**src/srcd_regs.svh**
```systemverilog
// Register offsets, field positions, reset values and timing counts
`ifndef SRCD_REGS_SVH
`define SRCD_REGS_SVH
`define SRCD_ADDR_CONFIG 8'h00
`define SRCD_ADDR_STATUS 8'h04
`define SRCD_ADDR_OFFSET0 8'h08
`define SRCD_ADDR_GAIN0 8'h0c
`define SRCD_ADDR_OFFSET1 8'h10
`define SRCD_ADDR_GAIN1 8'h14
`define SRCD_ADDR_SAMPLE0 8'h18
`define SRCD_ADDR_SAMPLE1 8'h1c
`define SRCD_ADDR_RESULT0 8'h20
`define SRCD_ADDR_RESULT1 8'h24
`define SRCD_CFG_PRE_LSB 0
`define SRCD_CFG_OSR_LSB 2
`define SRCD_CFG_DRV_BIT 5
`define SRCD_PRE_RESET 2'h0
`define SRCD_OSR_RESET 3'h3
`define SRCD_DRV_RESET 1'b0
`define SRCD_OSR_MIN_LOG2 5
`define SRCD_SAMPLE_DIV 4
`define SRCD_GAIN_UNITY 24'h400000
`endif

```
**src/srcd_pkg.sv**
```systemverilog
// Types shared by the clock divider block
package srcd_pkg;
   typedef enum logic [1:0] {
      SRCD_IDLE = 2'b00,
      SRCD_ADDR = 2'b01,
      SRCD_RESP = 2'b11
   } srcd_wstate_t;
   typedef logic [23:0] srcd_word_t;
endpackage

```
**src/srcd_top.sv**
```systemverilog
// Sample rate clock divider with data ready pulse and correction registers
//
// The register addresses and the AXI4-Lite register port are this design's own decisions.
`include "srcd_regs.svh"
module srcd_top
   import srcd_pkg::*;
(
   input wire logic i_clk,
   input wire logic i_resetn,
   input wire logic i_mod0,
   input wire logic i_mod1,
   input wire logic [7:0] s_axi_awaddr,
   input wire logic s_axi_awvalid,
   output logic s_axi_awready,
   input wire logic [31:0] s_axi_wdata,
   input wire logic [3:0] s_axi_wstrb,
   input wire logic s_axi_wvalid,
   output logic s_axi_wready,
   output logic [1:0] s_axi_bresp,
   output logic s_axi_bvalid,
   input wire logic s_axi_bready,
   input wire logic [7:0] s_axi_araddr,
   input wire logic s_axi_arvalid,
   output logic s_axi_arready,
   output logic [31:0] s_axi_rdata,
   output logic [1:0] s_axi_rresp,
   output logic s_axi_rvalid,
   input wire logic s_axi_rready,
   output logic o_result_ready_n,
   output logic o_result_ready_oe,
   output logic o_digital_sample_clock,
   output logic o_output_rate_clock
);
   function automatic logic [31:0] srcd_merge(input logic [31:0] old, input logic [31:0] d,
                                              input logic [3:0] be);
      logic [31:0] m;
      m = old;
      for (int b = 0; b < 4; b++) begin
         if (be[b]) m[b*8 +: 8] = d[b*8 +: 8];
      end
      return m;
   endfunction

   logic [1:0] prescale_select_r;
   logic [2:0] decimation_ratio_select_r;
   logic ready_pin_drive_select_r;
   srcd_word_t offset0_r, offset1_r, gain0_r, gain1_r;

   // Prescale counter: tick every 1, 2, 4 or 8 input clocks
   logic [2:0] pre_cnt_r;
   logic [2:0] pre_max;
   logic pre_tick;
   assign pre_max = 3'((4'h1 << prescale_select_r) - 4'h1);
   assign pre_tick = (pre_cnt_r == pre_max);
   logic [1:0] div4_cnt_r;
   logic sample_tick;
   assign sample_tick = pre_tick && (div4_cnt_r == 2'(`SRCD_SAMPLE_DIV - 1));
   logic [11:0] osr_cnt_r;
   logic [11:0] osr_max;
   logic rate_tick;
   assign osr_max = 12'((13'h1 << (`SRCD_OSR_MIN_LOG2 + decimation_ratio_select_r))
                        - 13'h1);
   assign rate_tick = sample_tick && (osr_cnt_r >= osr_max);

   // Pulse stays low from one output tick to the next sample tick
   logic pulse_r;
   logic [1:0] osr_latched_r;

   always_ff @(posedge i_clk) begin
      if (!i_resetn) begin
         pre_cnt_r <= 3'h0;
         div4_cnt_r <= 2'h0;
         osr_cnt_r <= 12'h000;
      end else begin
         pre_cnt_r <= pre_tick ? 3'h0 : pre_cnt_r + 3'h1;
         if (pre_tick) div4_cnt_r <= div4_cnt_r + 2'h1;
         if (sample_tick) osr_cnt_r <= rate_tick ? 12'h000 : osr_cnt_r + 12'h001;
      end
   end

   always_ff @(posedge i_clk) begin
      if (!i_resetn) begin
         pulse_r <= 1'b0;
      end else if (rate_tick) begin
         pulse_r <= 1'b1;
      end else if (sample_tick) begin
         pulse_r <= 1'b0;
      end
   end

   // Sinc1 decimator: boxcar sum over OSR samples nulls every rate multiple
   logic [23:0] acc0_r, acc1_r, raw0_r, raw1_r;
   logic [23:0] acc0_step, acc1_step;
   assign acc0_step = i_mod0 ? 24'h000001 : 24'hffffff;
   assign acc1_step = i_mod1 ? 24'h000001 : 24'hffffff;
   always_ff @(posedge i_clk) begin
      if (!i_resetn) begin
         acc0_r <= 24'h000000;
         acc1_r <= 24'h000000;
         raw0_r <= 24'h000000;
         raw1_r <= 24'h000000;
      end else if (sample_tick) begin
         acc0_r <= rate_tick ? 24'h000000 : acc0_r + acc0_step;
         acc1_r <= rate_tick ? 24'h000000 : acc1_r + acc1_step;
         if (rate_tick) begin
            raw0_r <= acc0_r + acc0_step;
            raw1_r <= acc1_r + acc1_step;
         end
      end
   end
   logic load_r;
   always_ff @(posedge i_clk) begin
      if (!i_resetn) load_r <= 1'b0;
      else load_r <= rate_tick && sample_tick;
   end
   logic [23:0] result0, result1;
   srcd_corr u_corr0 (.i_clk(i_clk), .i_resetn(i_resetn), .i_load(load_r), .i_raw(raw0_r),
                      .i_offset(offset0_r), .i_gain(gain0_r), .o_result(result0));
   srcd_corr u_corr1 (.i_clk(i_clk), .i_resetn(i_resetn), .i_load(load_r), .i_raw(raw1_r),
                      .i_offset(offset1_r), .i_gain(gain1_r), .o_result(result1));

   // Pin outputs, registered
   always_ff @(posedge i_clk) begin
      if (!i_resetn) begin
         o_result_ready_n <= 1'b1;
         o_result_ready_oe <= 1'b0;
         o_digital_sample_clock <= 1'b0;
         o_output_rate_clock <= 1'b0;
         osr_latched_r <= 2'h0;
      end else begin
         o_result_ready_n <= ~pulse_r;
         o_result_ready_oe <= pulse_r | ready_pin_drive_select_r;
         o_digital_sample_clock <= div4_cnt_r[1];
         o_output_rate_clock <= (osr_cnt_r > (osr_max >> 1));
         osr_latched_r <= {osr_latched_r[0], pulse_r};
      end
   end

   // AXI4-Lite write: address and data taken in either order, then response
   logic aw_have_r, w_have_r;
   logic [7:0] aw_addr_r;
   logic [31:0] w_data_r;
   logic [3:0] w_strb_r;
   logic do_write;
   logic [7:0] wa;
   assign do_write = aw_have_r && w_have_r && !s_axi_bvalid;
   assign wa = aw_addr_r;
   logic wr_ok;
   assign wr_ok = (wa == `SRCD_ADDR_CONFIG) || (wa == `SRCD_ADDR_OFFSET0) ||
                  (wa == `SRCD_ADDR_GAIN0) || (wa == `SRCD_ADDR_OFFSET1) ||
                  (wa == `SRCD_ADDR_GAIN1);
   logic [31:0] cfg_word;
   assign cfg_word = {26'h0, ready_pin_drive_select_r, decimation_ratio_select_r,
                      prescale_select_r};
   logic [31:0] cfg_new;
   assign cfg_new = srcd_merge(cfg_word, w_data_r, w_strb_r);

   always_ff @(posedge i_clk) begin
      if (!i_resetn) begin
         aw_have_r <= 1'b0;
         w_have_r <= 1'b0;
         aw_addr_r <= 8'h00;
         w_data_r <= 32'h00000000;
         w_strb_r <= 4'h0;
         s_axi_bvalid <= 1'b0;
         s_axi_bresp <= 2'h0;
      end else begin
         if (s_axi_awvalid && s_axi_awready) begin
            aw_have_r <= 1'b1;
            aw_addr_r <= s_axi_awaddr;
         end
         if (s_axi_wvalid && s_axi_wready) begin
            w_have_r <= 1'b1;
            w_data_r <= s_axi_wdata;
            w_strb_r <= s_axi_wstrb;
         end
         if (do_write) begin
            aw_have_r <= 1'b0;
            w_have_r <= 1'b0;
            s_axi_bvalid <= 1'b1;
            s_axi_bresp <= wr_ok ? 2'h0 : 2'h2;
         end else if (s_axi_bvalid && s_axi_bready) begin
            s_axi_bvalid <= 1'b0;
         end
      end
   end
   // Ready is the registered image of the next channel state, so it shows no glitch
   logic aw_have_nxt, w_have_nxt, bvalid_nxt;
   assign aw_have_nxt = !do_write && ((s_axi_awvalid && s_axi_awready) || aw_have_r);
   assign w_have_nxt = !do_write && ((s_axi_wvalid && s_axi_wready) || w_have_r);
   assign bvalid_nxt = do_write || (s_axi_bvalid && !s_axi_bready);
   always_ff @(posedge i_clk) begin
      if (!i_resetn) begin
         s_axi_awready <= 1'b1;
         s_axi_wready <= 1'b1;
      end else begin
         s_axi_awready <= !aw_have_nxt && !bvalid_nxt;
         s_axi_wready <= !w_have_nxt && !bvalid_nxt;
      end
   end

   always_ff @(posedge i_clk) begin
      if (!i_resetn) begin
         prescale_select_r <= `SRCD_PRE_RESET;
         decimation_ratio_select_r <= `SRCD_OSR_RESET;
         ready_pin_drive_select_r <= `SRCD_DRV_RESET;
         offset0_r <= 24'h000000;
         offset1_r <= 24'h000000;
         gain0_r <= `SRCD_GAIN_UNITY;
         gain1_r <= `SRCD_GAIN_UNITY;
      end else if (do_write) begin
         case (wa)
            `SRCD_ADDR_CONFIG: begin
               prescale_select_r <= cfg_new[`SRCD_CFG_PRE_LSB +: 2];
               decimation_ratio_select_r <= cfg_new[`SRCD_CFG_OSR_LSB +: 3];
               ready_pin_drive_select_r <= cfg_new[`SRCD_CFG_DRV_BIT];
            end
            `SRCD_ADDR_OFFSET0:
               offset0_r <= 24'(srcd_merge({8'h0, offset0_r}, w_data_r, w_strb_r));
            `SRCD_ADDR_GAIN0: gain0_r <= 24'(srcd_merge({8'h0, gain0_r}, w_data_r, w_strb_r));
            `SRCD_ADDR_OFFSET1:
               offset1_r <= 24'(srcd_merge({8'h0, offset1_r}, w_data_r, w_strb_r));
            `SRCD_ADDR_GAIN1: gain1_r <= 24'(srcd_merge({8'h0, gain1_r}, w_data_r, w_strb_r));
            default: begin
            end
         endcase
      end
   end

   // AXI4-Lite read: one-cycle registered answer
   logic [31:0] rd_mux;
   logic rd_ok;
   always_comb begin
      rd_mux = 32'h00000000;
      rd_ok = 1'b1;
      case (s_axi_araddr)
         `SRCD_ADDR_CONFIG: rd_mux = cfg_word;
         `SRCD_ADDR_STATUS: rd_mux = {30'h0, osr_latched_r[1], pulse_r};
         `SRCD_ADDR_OFFSET0: rd_mux = {8'h00, offset0_r};
         `SRCD_ADDR_GAIN0: rd_mux = {8'h00, gain0_r};
         `SRCD_ADDR_OFFSET1: rd_mux = {8'h00, offset1_r};
         `SRCD_ADDR_GAIN1: rd_mux = {8'h00, gain1_r};
         `SRCD_ADDR_SAMPLE0: rd_mux = {20'h0, osr_cnt_r};
         `SRCD_ADDR_SAMPLE1: rd_mux = {30'h0, div4_cnt_r};
         `SRCD_ADDR_RESULT0: rd_mux = {8'h00, result0};
         `SRCD_ADDR_RESULT1: rd_mux = {8'h00, result1};
         default: rd_ok = 1'b0;
      endcase
   end
   logic arready_nxt;
   assign arready_nxt = !(s_axi_arvalid && s_axi_arready) && (s_axi_rready || !s_axi_rvalid);
   always_ff @(posedge i_clk) begin
      if (!i_resetn) s_axi_arready <= 1'b1;
      else s_axi_arready <= arready_nxt;
   end
   always_ff @(posedge i_clk) begin
      if (!i_resetn) begin
         s_axi_rvalid <= 1'b0;
         s_axi_rdata <= 32'h00000000;
         s_axi_rresp <= 2'h0;
      end else if (s_axi_arvalid && s_axi_arready) begin
         s_axi_rvalid <= 1'b1;
         s_axi_rdata <= rd_mux;
         s_axi_rresp <= rd_ok ? 2'h0 : 2'h2;
      end else if (s_axi_rready) begin
         s_axi_rvalid <= 1'b0;
      end
   end
endmodule

```
**src/srcd_corr.sv**
```systemverilog
// Offset and gain correction of one channel's filter result
module srcd_corr
   import srcd_pkg::*;
(
   input wire logic i_clk,
   input wire logic i_resetn,
   input wire logic i_load,
   input wire logic [23:0] i_raw,
   input wire logic [23:0] i_offset,
   input wire logic [23:0] i_gain,
   output logic [23:0] o_result
);
   // Gain is signed Q1.22: unity is 0x400000
   logic signed [24:0] sum;
   logic signed [48:0] prod;
   logic [23:0] result_r;
   assign sum = $signed({i_raw[23], i_raw}) + $signed({i_offset[23], i_offset});
   assign prod = sum * $signed(i_gain);
   assign o_result = result_r;
   always_ff @(posedge i_clk) begin
      if (!i_resetn) begin
         result_r <= 24'h000000;
      end else if (i_load) begin
         result_r <= prod[45:22];
      end
   end
endmodule

```
**config.mk**
```make
export PLATFORM = sky130hd
export DESIGN_NAME = srcd_top
export DESIGN_NICKNAME = d
export VERILOG_FILES = /design/src/srcd_pkg.sv /design/src/srcd_top.sv /design/src/srcd_corr.sv
export VERILOG_INCLUDE_DIRS = /design/src /design/src/src
export SDC_FILE = /design/constraint.sdc
export NUM_CORES = 2
export LEC_CHECK = 0
export ABC_AREA = 0
export BUFFER_PORTS_ARGS = -buffer_cell sky130_fd_sc_hd__buf_4
export CORE_MARGIN = 10
export CORE_UTILIZATION = 55
export CTS_BUF_LIST = sky130_fd_sc_hd__clkbuf_16
export CTS_CLUSTER_SIZE = 8
export DETAILED_ROUTE_END_ITERATION = 8
export GPL_ROUTABILITY_DRIVEN = 0
export PLACE_DENSITY = 0.83
export SLEW_MARGIN = 25
export SYNTH_ARGS = -nofsm -noshare
export SYNTH_HDL_FRONTEND = slang
export SYNTH_SLANG_ARGS = --single-unit
```
**constraint.sdc**
```tcl
create_clock -name i_clk -period 13.15 [get_ports i_clk]
set_clock_uncertainty 0.05 [all_clocks]
set_input_delay 1.315 -clock i_clk [delete_from_list [all_inputs] [get_ports i_clk]]
set_output_delay 1.315 -clock i_clk [all_outputs]
set_load 0.02 [all_outputs]
```
==> out/metrics.cfg <==
[clock_network]
clock_sinks=339
cts_buffers=48
clk-insertion-delay-late_ns=0.59
cts_hold_buf=0
cts_tree=built
post_cts_buffers=0
htreeDepth=2
cts_repair_resize_count=0
clk_path_buf_depth=3
cts_root_buffer=clkbuf_16
path_clk_slew_ns=0.05

[setup_path]
worst_path_largest_cell_delay_ns=0.69
cp.required_ns=13.55
cp-end-kind=register
worstReg2RegStart=offset0_r[0]
critPathKind=register to register
rrSetupSlack_ns=2.41
r2r-end=u_corr0.o_result[17]
cpMostUsedCell=fa_1
arrival_ns=11.14
crit_path_top_delay_cell=fa_1
path_max_fanout=19
start_kind=register
r2r_cells=33

[cells_and_area]
finalNonFillerCells=7803
fillers=8529
utilization=0.5898
syn2layout_area_growth_pct=6.348
drive_gt1_frac=0.05227
fin_nets=8039

[drt]
ant_nets=0
num_vias=45266
drc_errors=0
drt_first_pass_iters=7
routed_wl_um=160300
drt_iter0_drc=4342
routed_via_density=5.801
wl_per_cell_um=20.54

[pwr]
p_int_mw=1.753
power_leakage_nw=31.76
p_switching_mw=0.5924
swShare=0.2526
pwr-share-clk=0.469
ir_worst_vdd_v=0.00009704
seq_power_share=0.456
powerDensity_nw_per_um2=37.78
combPwrFrac=0.075

[yosys]
synth_edf_count=0
synth_compound_area_frac=0.06996
synth-async-reset-ratio=0
yosysSeqAreaShare=0.1163
synth_seq_cells=339
synth_adder_area_share=0.4913
synth_cell_types=76
synth_xor_area_frac=0.02861
synthSimpleGateAreaFrac=0.1591
synth_top_flop_cell=dfxtp_1
muxShareOfSynthArea=0.02816
yosysWarnings=0
synth_top_family_by_area=adder cells
netlist_area_sq_um=58380
synth_cells=6499
syn-mean-instance-area_sq_um=8.982

[timing]
rsz0062_at_grt=false
max_freq_ghz=0.09315
max_slew_margin=0.2517
tightest_slew_ns=1.120
fin_crit_ns=10.74
drv_slew=0
holdWs_ns=0.3841
fin_tns_setup_ns=0
setup_viol=0
hold_viol=0
finalCritPeriodShare=0.8164

[place]
dp_hpwl_um=121400
dp.cells=7747
port_buffers=86

[worst_hold_path]
hold_path_depth=1
worstHoldPathType=register to register
hold-path-endpoint=osr_latched_r[1]
hp-start=osr_latched_r[0]

[floorplan]
io_pins=106
start_util=0.5546
fp.dieH_um=345.8
num_rows=119
core_area_sq_um=105300
die_area_sq_um=119600
fp.dieW_um=345.8

[global_route]
grt_util_all_layers=0.2687
overflow=0
antenna_found_initial=9
grt_max_degree=130
grt_pass1_wl_um=260100
grt_pass1_vias=49697

[flow_run]
cap_violations=0

[run_status]
status=complete, no violations

kinds of logic after synthesis:
| kind of cell | after synthesis |
|---|---|
| xor gates and xnor gates | 186 |
| and+or+nand+nor | 1964 |
| other | 1 |
| buffers and inverters | 1647 |
| DFF | 339 |
| muxes | 162 |
| adders and majority gates | 1571 |
| AOI/OAI and AO/OA | 629 |
how the worst max path moves through the flow:
stage	from	end	slack [ns]	cells past startpoint
after detailed placement	offset1_r[0]	u_corr1.o_result[23]	2.59	35
after floorplan	offset1_r[0]	u_corr1.o_result[23]	3.79	35
final	offset0_r[0]	u_corr0.o_result[17]	2.41	33
after global placement	offset1_r[0]	u_corr1.o_result[23]	2.79	36
after CTS	offset1_r[0]	u_corr1.o_result[23]	2.55	35
after global routing	offset1_r[0]	u_corr1.o_result[23]	1.91	35
layout by cell type (no fill, tap or decap), drive strengths merged, types with 64 or more instances in the layout:
cell   instances
a21o          80
a21oi        260
and2         538
buf          191
dfxtp        339
fa          1202
ha           369
inv         1301
mux2i        144
nand2        852
nand3         64
nor2         320
o21ai         74
xnor2        129
power groups by stage:
stage               registers (mW)  clock network, mW  logic (mW)
floorplan                     1.08                  0       0.121
global placement              1.09                  0       0.162
detailed placement            1.09                  0       0.168
CTS                           1.07               1.09       0.170
global route                  1.07               1.14       0.189
finish                        1.07               1.10       0.175
sequential cells by signal (all words and copies together) (netlist names), 3 cells and up:
| name | count |
|---|---|
| offset1_r | 24 |
| w_strb_r | 3 |
| pre_cnt_r | 3 |
| raw0_r | 24 |
| u_corr1.o_result | 24 |
| offset0_r | 24 |
| gain1_r | 24 |
| w_data_r | 24 |
| osr_cnt_r | 12 |
| u_corr0.o_result | 24 |
| s_axi_rdata | 24 |
| gain0_r | 24 |
| raw1_r | 24 |
| acc1_r | 24 |
| acc0_r | 24 |
| aw_addr_r | 8 |
| decimation_ratio_select_r | 3 |
per-layer routing:
metal / wire length (um) / up-vias / GRT usage
met5: 59 / - / 0
met4: 11480 / 10 / 0.1613
met3: 16640 / 705 / 0.05810
met2: 73830 / 2438 / 0.4324
met1: 58250 / 22695 / 0.3295
li1: - / 19418 / -
stage by stage:
step / power, mW / worst slack, ns / cell area [sq um]
floorplan: 1.201 / 3.794 / 58420
global placement: 1.250 / 2.789 / 60750
detailed placement: 1.256 / 2.590 / 60770
CTS: 2.332 / 2.551 / 62050
global route: 2.401 / 1.913 / 62080
finish: 2.345 / 2.414 / 62080
synthesized netlist by cell type (4+ instances only):
cell       count  share of area
buf_1         19         0.0012
a21oi_1      260          0.022
o21a_1        20         0.0026
nand2b_1      28         0.0030
nand3b_1      10         0.0013
or2_2          7        0.00075
a22oi_1       38         0.0049
o31ai_1        8         0.0010
nor2b_1       49         0.0053
o21ai_0       65         0.0056
o2111ai_1      4        0.00060
mux2i_1      144          0.025
or3_1          5        0.00054
and2_1       538          0.058
a222oi_1      28         0.0048
buf_4         10         0.0013
a2111oi_0      7         0.0011
a311oi_1       4        0.00060
ha_1         369          0.079
a211oi_1      17         0.0022
nor3b_1        5        0.00064
nand3_1       64         0.0055
o211ai_1       7        0.00090
xor2_1        54         0.0081
o21ai_1        8        0.00069
a31oi_1       17         0.0018
a221oi_1       8         0.0012
nor3_1        30         0.0026
o21bai_1      21         0.0027
xnor2_1      129          0.019
nand2_1      852          0.055
a21o_1        78          0.010
nor4_1         4        0.00043
fa_1        1202           0.41
nor2_1       320          0.021
mux2_2        18         0.0035
nand4_1       25         0.0027
dfxtp_1      339           0.12
inv_1       1300          0.084
and3_1        14         0.0015
clkbuf_1     316          0.020
area by class of cell:
cell class | count | area, sq um | share of cell area
timing repair buffer | 191 | 1458 | 0.02348
antenna | 3 | 7.507 | 0.0001209
tap | 1391 | 1740 | 0.02803
clock inverter | 4 | 76.32 | 0.001229
clock buffer | 48 | 1201 | 0.01935
multi-input combinational | 4525 | 45910 | 0.7395
sequential | 339 | 6793 | 0.1094
inverter | 1302 | 4895 | 0.07884
critical path, delay by kind of cell (launching register included):
| family | cells | cell delay [ns] |
|---|---|---|
| fa+ha+maj | 10 | 4.54 |
| compound gates | 13 | 3.86 |
| buf+inv | 6 | 0.86 |
| simple gates | 3 | 0.61 |
| flops | 1 | 0.34 |
| xor+xnor | 1 | 0.34 |
No activity file was read; power rests on OpenSTA's default activity.
